**src/logic/ads_pkg.sv**
```systemverilog
// shared constants and types of the sampling sequencer
package ads_pkg;

  // ****************************************
  // widths and clock
  // ****************************************
  localparam int unsigned CLK_NS   = 100;
  localparam int unsigned RES_W    = 12;
  localparam int unsigned TMR_W    = 22;
  localparam int unsigned SPI_BITS = 24;

  // ****************************************
  // register map
  // ****************************************
  localparam logic [7:0] REG_CMD      = 8'h00;
  localparam logic [7:0] REG_CFG      = 8'h04;
  localparam logic [7:0] REG_XADDR    = 8'h08;
  localparam logic [7:0] REG_INTERVAL = 8'h0C;
  localparam logic [7:0] REG_COUNT    = 8'h10;
  localparam logic [7:0] REG_RESULT   = 8'h14;
  localparam logic [7:0] REG_STATUS   = 8'h18;
  localparam logic [7:0] REG_PORT     = 8'h1C;

  localparam int unsigned CMD_SINGLE = 0;
  localparam int unsigned CMD_WIDE   = 1;
  localparam int unsigned CMD_NARROW = 2;
  localparam int unsigned CMD_ON     = 3;
  localparam int unsigned CMD_OFF    = 4;
  localparam int unsigned CMD_INIT   = 5;
  localparam int unsigned CMD_SAFE   = 6;

  localparam int unsigned CFG_FLAG_LSB = 0;
  localparam int unsigned CFG_CHAN_LSB = 4;

  localparam int unsigned STAT_BUSY    = 0;
  localparam int unsigned STAT_DONE    = 1;
  localparam int unsigned STAT_REFUSED = 2;
  localparam int unsigned STAT_CONV_ON = 3;
  localparam int unsigned STAT_INIT    = 4;

  // ****************************************
  // conversion flags and coding
  // ****************************************
  localparam logic [2:0]  FLAG_SE_UNI   = 3'h7;
  localparam logic [2:0]  FLAG_DIFF_UNI = 3'h0;
  localparam logic [2:0]  FLAG_SE_BIP   = 3'h1;
  localparam logic [2:0]  FLAG_DIFF_BIP = 3'h2;
  localparam logic [15:0] COMMON_BASE   = 16'h8000;
  localparam logic [11:0] MID_SCALE     = 12'h800;

  localparam int unsigned FRM_START = 23;
  localparam int unsigned FRM_CHAN  = 20;
  localparam int unsigned FRM_BIP   = 19;
  localparam int unsigned FRM_SGL   = 18;
  localparam int unsigned FRM_RES   = 3;

  // ****************************************
  // timing
  // ****************************************
  localparam int unsigned STEP_NS       = 2500;
  localparam int unsigned W_PER_COM_NS  = 27500;
  localparam int unsigned W_PER_PAG_NS  = 50000;
  localparam int unsigned N_PER_COM_NS  = 10000;
  localparam int unsigned N_PER_PAG_NS  = 32500;
  localparam int unsigned W_LAT_COM_NS  = 58000;
  localparam int unsigned W_LAT_PAG_NS  = 68000;
  localparam int unsigned W_SLAT_COM_NS = 128000;
  localparam int unsigned W_SLAT_PAG_NS = 138000;
  localparam int unsigned N_LAT_COM_NS  = 16000;
  localparam int unsigned N_LAT_PAG_NS  = 11000;
  localparam int unsigned N_SLAT_COM_NS = 86000;
  localparam int unsigned N_SLAT_PAG_NS = 81000;

  localparam logic [TMR_W-1:0] STEP_CYC       = TMR_W'(STEP_NS / CLK_NS);
  localparam logic [TMR_W-1:0] W_PER_COM_CYC  = TMR_W'(W_PER_COM_NS / CLK_NS);
  localparam logic [TMR_W-1:0] W_PER_PAG_CYC  = TMR_W'(W_PER_PAG_NS / CLK_NS);
  localparam logic [TMR_W-1:0] N_PER_COM_CYC  = TMR_W'(N_PER_COM_NS / CLK_NS);
  localparam logic [TMR_W-1:0] N_PER_PAG_CYC  = TMR_W'(N_PER_PAG_NS / CLK_NS);
  localparam logic [TMR_W-1:0] W_LAT_COM_CYC  = TMR_W'(W_LAT_COM_NS / CLK_NS);
  localparam logic [TMR_W-1:0] W_LAT_PAG_CYC  = TMR_W'(W_LAT_PAG_NS / CLK_NS);
  localparam logic [TMR_W-1:0] W_SLAT_COM_CYC = TMR_W'(W_SLAT_COM_NS / CLK_NS);
  localparam logic [TMR_W-1:0] W_SLAT_PAG_CYC = TMR_W'(W_SLAT_PAG_NS / CLK_NS);
  localparam logic [TMR_W-1:0] N_LAT_COM_CYC  = TMR_W'(N_LAT_COM_NS / CLK_NS);
  localparam logic [TMR_W-1:0] N_LAT_PAG_CYC  = TMR_W'(N_LAT_PAG_NS / CLK_NS);
  localparam logic [TMR_W-1:0] N_SLAT_COM_CYC = TMR_W'(N_SLAT_COM_NS / CLK_NS);
  localparam logic [TMR_W-1:0] N_SLAT_PAG_CYC = TMR_W'(N_SLAT_PAG_NS / CLK_NS);
  localparam logic [TMR_W-1:0] ONE_CYC        = 22'h000001;

  typedef enum logic [3:0] {
    ST_IDLE = 4'h1,
    ST_LAT  = 4'h2,
    ST_CONV = 4'h4,
    ST_GAP  = 4'h8
  } ads_state_type;

endpackage

```
**src/logic/ads_sampling_sequencer.sv**
```systemverilog
// sampling sequencer for a serial 12-bit converter and the internal 8-bit one
// Overview of operation
// - serial converter reached over spi with select
// - eight single-ended, four differential, or mixed
// - request carries flag and channel number
// - single request: one conversion, result returned
// - unipolar coding 0 to 4095, mid 2048
// - internal converter off after reset, pins digital
// - enable makes pins analog, disable digital
// - multi run stores consecutive results from start
// - spacing is base plus 2.5 us per count
// - wide base 27.5 us common, 50 us paged
// - narrow base 10 us common, 32.5 us paged
// - wide first sample after 58/68 or 128/138 us
// - narrow first sample after 16/11 or 86/81 us
// - bipolar flags give signed serial reading; narrow runs store raw 8-bit data
`timescale 1ns/1ps
module ads_sampling_sequencer #(
  parameter int SCLK_HALF = 4
) (
  input  logic        clk,
  input  logic        reset,
  input  logic [7:0]  addr,
  input  logic [31:0] wdata,
  input  logic        wr,
  input  logic        rd,
  output logic [31:0] rdata,
  output logic        spi_sclk,
  output logic        spi_mosi,
  input  logic        spi_miso,
  output logic        serial_cs_n,
  output logic        mem_wr,
  output logic [15:0] mem_addr,
  output logic [15:0] mem_wdata,
  input  logic [7:0]  shared_analog_input_port,
  output logic        analog_mode,
  output logic [2:0]  narrow_conv_channel,
  input  logic [7:0]  narrow_conv_data
);

  localparam int TW = ads_pkg::TMR_W;
  localparam int SB = ads_pkg::SPI_BITS;

  // ****************************************
  // state
  // ****************************************
  typedef struct packed {
    ads_pkg::ads_state_type st;
    logic                   conv_on;
    logic                   init_done;
    logic [2:0]             flag;
    logic [2:0]             chan;
    logic [15:0]            xaddr;
    logic [15:0]            interval;
    logic [15:0]            count;
    logic                   run_wide;
    logic                   run_multi;
    logic                   run_common;
    logic                   run_safe;
    logic [2:0]             run_flag;
    logic [2:0]             run_chan;
    logic [TW-1:0]          run_per;
    logic [15:0]            ptr;
    logic [15:0]            left;
    logic [15:0]            result;
    logic                   done;
    logic                   refused;
    logic [31:0]            rdata;
    logic                   mem_wr;
    logic [15:0]            mem_addr;
    logic [15:0]            mem_wdata;
    logic [TW-1:0]          ev_cnt;
  } ads_seq_type;

  localparam ads_seq_type RST = '{st: ads_pkg::ST_IDLE, default: '0};

  ads_seq_type   r;
  ads_seq_type   n;
  logic [7:0]    cmd;
  logic          req;
  logic          req_single;
  logic          req_wide;
  logic          req_narrow;
  logic          req_common;
  logic          bad;
  logic          sample;
  logic          tmr_load;
  logic [TW-1:0] tmr_value;
  logic          tmr_expire;
  logic          spi_start;
  logic [SB-1:0] spi_tx;
  logic [SB-1:0] spi_rx;
  logic          spi_done;
  logic [11:0]   raw;
  logic          bip;
  logic [15:0]   coded;

  if (SCLK_HALF < 1 ||
      SB * 2 * SCLK_HALF + 4 >= int'(ads_pkg::W_PER_COM_CYC)) begin : g_chk
    $error("spi clock too slow for the fastest sample period");
  end

  // ****************************************
  // timing tables
  // ****************************************
  function automatic logic [TW-1:0] lat_of(input logic wide, input logic common,
                                           input logic safe);
    logic [TW-1:0] v;
    v = '0;
    unique case ({wide, common, safe})
      3'h0:    v = ads_pkg::N_LAT_PAG_CYC;
      3'h1:    v = ads_pkg::N_SLAT_PAG_CYC;
      3'h2:    v = ads_pkg::N_LAT_COM_CYC;
      3'h3:    v = ads_pkg::N_SLAT_COM_CYC;
      3'h4:    v = ads_pkg::W_LAT_PAG_CYC;
      3'h5:    v = ads_pkg::W_SLAT_PAG_CYC;
      3'h6:    v = ads_pkg::W_LAT_COM_CYC;
      default: v = ads_pkg::W_SLAT_COM_CYC;
    endcase
    return v;
  endfunction

  function automatic logic [TW-1:0] per_of(input logic wide, input logic common,
                                           input logic [15:0] ivl);
    logic [TW-1:0] base;
    base = wide ? (common ? ads_pkg::W_PER_COM_CYC : ads_pkg::W_PER_PAG_CYC)
                : (common ? ads_pkg::N_PER_COM_CYC : ads_pkg::N_PER_PAG_CYC);
    return TW'(base + TW'(ivl) * ads_pkg::STEP_CYC);
  endfunction

  // ****************************************
  // helpers
  // ****************************************
  ads_timer #(.W(TW)) u_timer (
    .clk    (clk),
    .reset  (reset),
    .load   (tmr_load),
    .value  (tmr_value),
    .expire (tmr_expire)
  );

  ads_spi #(.BITS(SB), .HALF(SCLK_HALF)) u_spi (
    .clk   (clk),
    .reset (reset),
    .start (spi_start),
    .tx    (spi_tx),
    .miso  (spi_miso),
    .done  (spi_done),
    .rx    (spi_rx),
    .sclk  (spi_sclk),
    .mosi  (spi_mosi),
    .cs_n  (serial_cs_n)
  );

  always_comb begin
    bip    = (r.run_flag == ads_pkg::FLAG_SE_BIP) ||
             (r.run_flag == ads_pkg::FLAG_DIFF_BIP);
    spi_tx = '0;
    spi_tx[ads_pkg::FRM_START] = 1'b1;
    spi_tx[ads_pkg::FRM_CHAN +: 3] = r.run_chan;
    spi_tx[ads_pkg::FRM_BIP] = bip;
    spi_tx[ads_pkg::FRM_SGL] = (r.run_flag == ads_pkg::FLAG_SE_UNI) ||
                               (r.run_flag == ads_pkg::FLAG_SE_BIP);
    raw    = spi_rx[ads_pkg::FRM_RES +: ads_pkg::RES_W];
    if (bip) begin
      coded = {{4{~raw[11]}}, ~raw[11], raw[10:0]};
    end else begin
      coded = {4'h0, raw};
    end
  end

  // ****************************************
  // register access and sequencing
  // ****************************************
  always_comb begin
    n          = r;
    n.mem_wr   = 1'b0;
    n.rdata    = '0;
    n.ev_cnt   = r.ev_cnt + 1'b1;
    sample     = 1'b0;
    tmr_load   = 1'b0;
    tmr_value  = ads_pkg::ONE_CYC;
    spi_start  = 1'b0;
    cmd        = (wr && addr == ads_pkg::REG_CMD) ? wdata[7:0] : 8'h00;
    req        = cmd[ads_pkg::CMD_SINGLE] | cmd[ads_pkg::CMD_WIDE] |
                 cmd[ads_pkg::CMD_NARROW];
    req_single = cmd[ads_pkg::CMD_SINGLE];
    req_wide   = !req_single && cmd[ads_pkg::CMD_WIDE];
    req_narrow = !req_single && !req_wide && cmd[ads_pkg::CMD_NARROW];
    req_common = (r.xaddr >= ads_pkg::COMMON_BASE);
    bad        = req_narrow ? !r.conv_on
                            : (!r.init_done || (r.flag > ads_pkg::FLAG_DIFF_BIP &&
                                                r.flag != ads_pkg::FLAG_SE_UNI));
    if (wr) begin
      unique case (addr)
        ads_pkg::REG_CFG: begin
          n.flag = wdata[ads_pkg::CFG_FLAG_LSB +: 3];
          n.chan = wdata[ads_pkg::CFG_CHAN_LSB +: 3];
        end
        ads_pkg::REG_XADDR:    n.xaddr    = wdata[15:0];
        ads_pkg::REG_INTERVAL: n.interval = wdata[15:0];
        ads_pkg::REG_COUNT:    n.count    = wdata[15:0];
        ads_pkg::REG_STATUS: begin
          if (wdata[ads_pkg::STAT_DONE]) begin
            n.done = 1'b0;
          end
          if (wdata[ads_pkg::STAT_REFUSED]) begin
            n.refused = 1'b0;
          end
        end
        default: ;
      endcase
    end
    if (cmd[ads_pkg::CMD_ON]) begin
      n.conv_on = 1'b1;
    end
    if (cmd[ads_pkg::CMD_OFF]) begin
      n.conv_on = 1'b0;
    end
    if (cmd[ads_pkg::CMD_INIT]) begin
      n.init_done = 1'b1;
    end
    unique case (r.st)
      ads_pkg::ST_IDLE: begin
        if (req && bad) begin
          n.refused = 1'b1;
        end else if (req) begin
          n.run_wide   = !req_narrow;
          n.run_multi  = !req_single;
          n.run_common = req_common;
          n.run_safe   = wdata[ads_pkg::CMD_SAFE];
          n.run_flag   = r.flag;
          n.run_chan   = r.chan;
          n.run_per    = per_of(!req_narrow, req_common, r.interval);
          n.ptr        = r.xaddr;
          n.left       = r.count;
          n.ev_cnt     = ads_pkg::ONE_CYC;
          if (!req_single && r.count == '0) begin
            n.done = 1'b1;
          end else begin
            tmr_load  = 1'b1;
            tmr_value = req_single ? ads_pkg::ONE_CYC
                                   : lat_of(!req_narrow, req_common,
                                            wdata[ads_pkg::CMD_SAFE]);
            n.st      = ads_pkg::ST_LAT;
          end
        end
      end
      ads_pkg::ST_LAT, ads_pkg::ST_GAP: begin
        if (tmr_expire) begin
          sample   = 1'b1;
          n.ev_cnt = ads_pkg::ONE_CYC;
          if (r.run_multi && (r.run_wide || r.left != 16'h0001)) begin
            tmr_load  = 1'b1;
            tmr_value = r.run_per;
          end
          if (r.run_wide) begin
            spi_start = 1'b1;
            n.st      = ads_pkg::ST_CONV;
          end else begin
            n.mem_wr    = 1'b1;
            n.mem_addr  = r.ptr;
            n.mem_wdata = {8'h00, narrow_conv_data};
            n.ptr       = r.ptr + 1'b1;
            n.left      = r.left - 1'b1;
            n.st        = (r.left == 16'h0001) ? ads_pkg::ST_IDLE : ads_pkg::ST_GAP;
            n.done      = n.done | (r.left == 16'h0001);
          end
        end
      end
      ads_pkg::ST_CONV: begin
        if (spi_done && r.run_multi) begin
          n.mem_wr    = 1'b1;
          n.mem_addr  = r.ptr;
          n.mem_wdata = coded;
          n.ptr       = r.ptr + 1'b1;
          n.left      = r.left - 1'b1;
          n.st        = (r.left == 16'h0001) ? ads_pkg::ST_IDLE : ads_pkg::ST_GAP;
          n.done      = n.done | (r.left == 16'h0001);
        end else if (spi_done) begin
          n.result = coded;
          n.st     = ads_pkg::ST_IDLE;
          n.done   = 1'b1;
        end
      end
    endcase
    if (req && r.st != ads_pkg::ST_IDLE) begin
      n.refused = 1'b1;
    end
    if (rd) begin
      unique case (addr)
        ads_pkg::REG_CFG: begin
          n.rdata[ads_pkg::CFG_FLAG_LSB +: 3] = r.flag;
          n.rdata[ads_pkg::CFG_CHAN_LSB +: 3] = r.chan;
        end
        ads_pkg::REG_XADDR:    n.rdata[15:0] = r.xaddr;
        ads_pkg::REG_INTERVAL: n.rdata[15:0] = r.interval;
        ads_pkg::REG_COUNT:    n.rdata[15:0] = r.count;
        ads_pkg::REG_RESULT:   n.rdata[15:0] = r.result;
        ads_pkg::REG_STATUS: begin
          n.rdata[ads_pkg::STAT_BUSY]    = (r.st != ads_pkg::ST_IDLE);
          n.rdata[ads_pkg::STAT_DONE]    = r.done;
          n.rdata[ads_pkg::STAT_REFUSED] = r.refused;
          n.rdata[ads_pkg::STAT_CONV_ON] = r.conv_on;
          n.rdata[ads_pkg::STAT_INIT]    = r.init_done;
        end
        ads_pkg::REG_PORT:
          n.rdata[7:0] = r.conv_on ? 8'h00 : shared_analog_input_port;
        default: ;
      endcase
    end
  end

  always_ff @(posedge clk) begin
    if (reset) begin
      r <= RST;
    end else begin
      r <= n;
    end
  end

  assign rdata               = r.rdata;
  assign mem_wr              = r.mem_wr;
  assign mem_addr            = r.mem_addr;
  assign mem_wdata           = r.mem_wdata;
  assign analog_mode         = r.conv_on;
  assign narrow_conv_channel = r.run_chan;
endmodule

```
**src/logic/ads_spi.sv**
```systemverilog
// spi master for one framed transfer, mode 0, msb first
`timescale 1ns/1ps
module ads_spi #(
  parameter int BITS = 24,
  parameter int HALF = 4
) (
  input  logic            clk,
  input  logic            reset,
  input  logic            start,
  input  logic [BITS-1:0] tx,
  input  logic            miso,
  output logic            done,
  output logic [BITS-1:0] rx,
  output logic            sclk,
  output logic            mosi,
  output logic            cs_n
);

  localparam int CW = (HALF > 1) ? $clog2(HALF) : 1;
  localparam int BW = $clog2(BITS + 1);

  typedef struct packed {
    logic            busy;
    logic            done;
    logic            cs_n;
    logic            sclk;
    logic [CW-1:0]   div;
    logic [BW-1:0]   left;
    logic [BITS-1:0] tx;
    logic [BITS-1:0] rx;
  } ads_spi_type;

  localparam ads_spi_type RST = '{cs_n: 1'b1, default: '0};

  ads_spi_type r;
  ads_spi_type n;

  if (HALF < 1 || BITS < 2) begin : g_chk
    $error("spi parameters out of range");
  end

  always_comb begin
    n = r;
    n.done = 1'b0;
    if (!r.busy) begin
      if (start) begin
        n.busy = 1'b1;
        n.cs_n = 1'b0;
        n.sclk = 1'b0;
        n.tx   = tx;
        n.left = BW'(BITS);
        n.div  = CW'(HALF - 1);
      end
    end else if (r.div != '0) begin
      n.div = r.div - 1'b1;
    end else begin
      n.div = CW'(HALF - 1);
      if (!r.sclk) begin
        n.sclk = 1'b1;
        n.rx   = {r.rx[BITS-2:0], miso};
      end else begin
        n.sclk = 1'b0;
        n.tx   = {r.tx[BITS-2:0], 1'b0};
        n.left = r.left - 1'b1;
        if (r.left == BW'(1)) begin
          n.busy = 1'b0;
          n.cs_n = 1'b1;
          n.done = 1'b1;
        end
      end
    end
  end

  always_ff @(posedge clk) begin
    if (reset) begin
      r <= RST;
    end else begin
      r <= n;
    end
  end

  assign done = r.done;
  assign rx   = r.rx;
  assign sclk = r.sclk;
  assign mosi = r.tx[BITS-1];
  assign cs_n = r.cs_n;

endmodule

```
**src/logic/ads_timer.sv**
```systemverilog
// one-shot cycle timer: expire is high exactly value cycles after load
`timescale 1ns/1ps
module ads_timer #(
  parameter int W = 22
) (
  input  logic         clk,
  input  logic         reset,
  input  logic         load,
  input  logic [W-1:0] value,
  output logic         expire
);

  typedef struct packed {
    logic         run;
    logic [W-1:0] cnt;
  } ads_tmr_type;

  ads_tmr_type r;
  ads_tmr_type n;

  if (W < 2) begin : g_chk
    $error("timer width too small");
  end

  always_comb begin
    n = r;
    if (load) begin
      n.run = (value != '0);
      n.cnt = value;
    end else if (r.run) begin
      n.cnt = r.cnt - 1'b1;
      if (r.cnt == W'(1)) begin
        n.run = 1'b0;
      end
    end
  end

  always_ff @(posedge clk) begin
    if (reset) begin
      r <= '0;
    end else begin
      r <= n;
    end
  end

  assign expire = r.run && (r.cnt == W'(1));

endmodule

```
**config.mk**
```make
export PLATFORM = sky130hd
export DESIGN_NAME = ads_sampling_sequencer
export DESIGN_NICKNAME = d
export VERILOG_FILES = /design/src/logic/ads_pkg.sv /design/src/logic/ads_sampling_sequencer.sv /design/src/logic/ads_spi.sv /design/src/logic/ads_timer.sv
export SDC_FILE = /design/constraint.sdc
export NUM_CORES = 1
export LEC_CHECK = 0
export BUFFER_PORTS_ARGS = -buffer_cell sky130_fd_sc_hd__buf_2
export CORE_AREA = 2 2 162 164
export DETAILED_ROUTE_END_ITERATION = 10
export DIE_AREA = 0 0 164 166
export MAX_ROUTING_LAYER = met4
export PLACE_DENSITY = 0.77
export SYNTH_ARGS = -nofsm -noshare
export SYNTH_HDL_FRONTEND = slang
export SYNTH_SLANG_ARGS = --single-unit
```
**constraint.sdc**
```tcl
create_clock -name clk -period 18.53 [get_ports clk]
set_clock_uncertainty 0.15 [all_clocks]
set_input_delay 3.706 -clock clk [delete_from_list [all_inputs] [get_ports clk]]
set_output_delay 3.706 -clock clk [all_outputs]
set_load 0.02 [all_outputs]
```
==> impl_metrics.yaml <==
run_status:
  status: "completed"
timing:
  min_period_ns: 8.94
  finalHoldViolCount: 0
  slew_violations: 0
  rsz0062_at_grt: "false"
  fmax_mhz: 112
  worst_pin_slew_ns: 1.21
  maxSlewHeadroom: 0.190
  fin_crit_sh: 0.482
  setup_viol: 0
  tns_ns: 0
  finalWorstSetupSlack_ns: 9.59
global_routing:
  grt_pass1_vias: 11300
  antenna_found_initial: 2
  grt.overflow.total: 0
  gr-usage-all-layers: 0.260
  grt_start_max_net_pins: 98
  grt_first_pass_wirelength_um: 56600
yosys:
  syn_inst: 1740
  synth_ff_type: "dfxtp_1"
  synth_edf_count: 0
  netlist_top_cells_count: "314 x nand2_1, 255 x dfxtp_1, 185 x a21oi_1, 135 x nor2_1, 94 x clkbuf_1"
  yosysWarningCount: 0
  ys_types: 69
  synth.avg_cell_area_um2: 7.91
  async_reset_ff_frac: 0
  ys_ff_latch: 255
  yosys.area.top_type_share: 0.371
  ys_seq_area_frac: 0.371
  yosysMostFrequentCell: "nand2_1"
  yosys.area.top_type: "dfxtp_1"
  syn_area_um2: 13800
  yosys-top-cells-area: "dfxtp_1 37%, nand2_1 8.6%, a21oi_1 6.7%"
clock_tree:
  cts_buffers: 27
  cts_tree: "done"
  clkSlewWorstSetupHoldPaths_ns: 0.06
  htreeDepth: 1
  post_cts_buffers: 0
  clock_latency_ns: 0.56
  cts_max_path_buffers: 3
  cts.sinks: 255
  cts-resized-gates: 0
  holdBufCountCts: 0
  cts_root_buf: "clkbuf_16"
routing:
  totalWireLength_um: 35200
  postRouteAntennaNets: 0
  wl_per_cell_um: 16.9
  drtPass1Iterations: 5
  first_iter_violations: 1173
  drc: 0
  num_vias: 12400
  vias_per_cell: 5.93
worst_setup_path:
  r2r_end: "r[156]"
  endpoint_kind: "flip-flop"
  rrSetupSlack_ns: 13.78
  required_ns: 18.85
  crit_arrival_ns: 9.26
  setup.worst_path.start: "wr"
  worst_setup_path_start_kind: "primary input"
  worstReg2RegStart: "r[216]"
  worstSetupPathType: "in2reg"
  worst-path-max-fanout: 31
  crit_end: "r[156]"
  reg2reg_depth: 14
placement:
  dp_slack_ns: 9.10
  gp_congestion: 0.929
  portBuffers: 100
  placedCellCount: 2031
  dpl.hpwl_um: 25200
job:
  cap_viol_max_count: 0
floorplan:
  std_cell_rows: 59
  dieArea_um2: 27200
  initial_core_util: 0.538
  dieWidth_um: 164
  die_y_um: 166
  io_pins: 133
  coreArea_um2: 25600
min_path:
  hp-class: "reg2reg"
  hold_start: "u_spi.r[40]"
pwr:
  powerDensity_nw_per_um2: 78.2
  p_leak_nw: 5.96
  irDropWorstVdd_v: 0.0000678
cells_and_area:
  fill_cells: 2276
  fin_cells: 2082
  syn_to_final_growth_pct: 7.94
  seq_area_um2: 5100
  drive_gt1_frac: 0.0963
  multiInputGateArea_um2: 7490
  nets: 1877
-- layer usage --
layer,global-route usage,part of all wire,routed length [um]
met1,0.355,0.44,15500
met2,0.399,0.46,16100
met3,0.0312,0.072,2550
met4,0.0927,0.033,1180
met5,-,0,0
-- how the worst min path moves through the flow --
stage	to	depth (start not counted)	slack (ns)
2_1_floorplan	u_spi.r[26]	2	0.28
3_3_place_gp	u_spi.cs_n	2	0.28
3_5_place_dp	u_spi.cs_n	2	0.28
4_1_cts	u_spi.cs_n	2	0.29
5_1_grt	u_spi.cs_n	2	0.31
6_report	u_spi.r[41]	2	0.29
-- through the flow --
step	util	total power [W]	area (um^2)	hold slack (ns)
after floorplan	-	0.000599	13800	0.277
after global placement	0.544	0.000609	13900	0.281
after detailed placement	0.544	0.000610	13900	0.283
after CTS	0.580	0.00117	14900	0.294
after global routing	0.580	0.00120	14900	0.313
final	0.580	0.00116	14900	0.291
-- report_power, final --
part           internal (W)   total, W  switching [W]
clock              0.000339   0.000564       0.000225
sequential         0.000550   0.000552     0.00000202
combinational     0.0000131  0.0000473      0.0000342
-- registers in the layout (all words and copies together) (netlist names), 3 cells and up --
register	flops
mem_wdata	13
r	133
u_spi.rx	15
narrow_conv_channel	3
u_spi.r	30
rdata	16
mem_addr	16
u_timer.r	23
-- critical path, stage by stage --
cell	delay, ns
buf_2	0.48
nor3b_1	0.23
and4b_1	0.46
nand3_1	0.42
ha_1	0.46
ha_1	0.29
inv_1	0.05
fa_1	0.48
inv_1	0.06
fa_1	0.49
ha_1	0.35
o21ai_0	0.12
o21ai_0	0.27
a31oi_1	0.20
a211oi_1	0.39
o221ai_1	0.23
or4_1	0.42
a31oi_1	0.16
-- cells by family (layout without fill, tap and decap cells) --
kind of cell | after synthesis | in the layout | share of synthesized area
AND/OR/NAND/NOR | 666 | 666 | 0.217
AO/OA/AOI/OAI | 418 | 418 | 0.194
flip-flops | 255 | 255 | 0.371
buffers and inverters | 255 | 245 | 0.0901
adder cells (fa/ha/maj) | 91 | 91 | 0.0920
XOR/XNOR | 33 | 33 | 0.0210
multiplexers | 21 | 21 | 0.0154
other | 1 | 18 | 0.000272
-- layout by cell type (no fill, tap or decap), types with 12 or more instances in the layout --
master     Yosys  routed
nor2_1       135     134
a211oi_1      19      19
nand3_1       67      67
o21ai_1       13      13
inv_1         83      83
nor4_1        18      18
a222oi_1      15      15
xnor2_1       17      17
ha_1          74      74
buf_4         72      13
dfxtp_1      255     255
a21oi_1      185     185
a22oi_1       41      41
nand2_1      314     314
and3_1        12      12
fa_1          17      17
mux2i_1       19      19
nor3_1        34      34
and2_1        13      13
conb_1         1      16
nor2b_1       14      14
a22o_1        14      14
o21ai_0       35      35
buf_2          4      99
xor2_1        16      16
clkbuf_16      0      27
-- final cells by class --
| type | count | share of cell area |
|---|---|---|
| well taps | 335 | 0.0282 |
| multi-input cells | 1245 | 0.504 |
| diodes | 2 | 0.000337 |
| flip-flops and latches | 255 | 0.343 |
| inverters | 83 | 0.0210 |
| clock buffers | 40 | 0.0535 |
| clock inverters | 9 | 0.00909 |
| repair buffers | 113 | 0.0407 |
(Power assumes the default switching activity.)
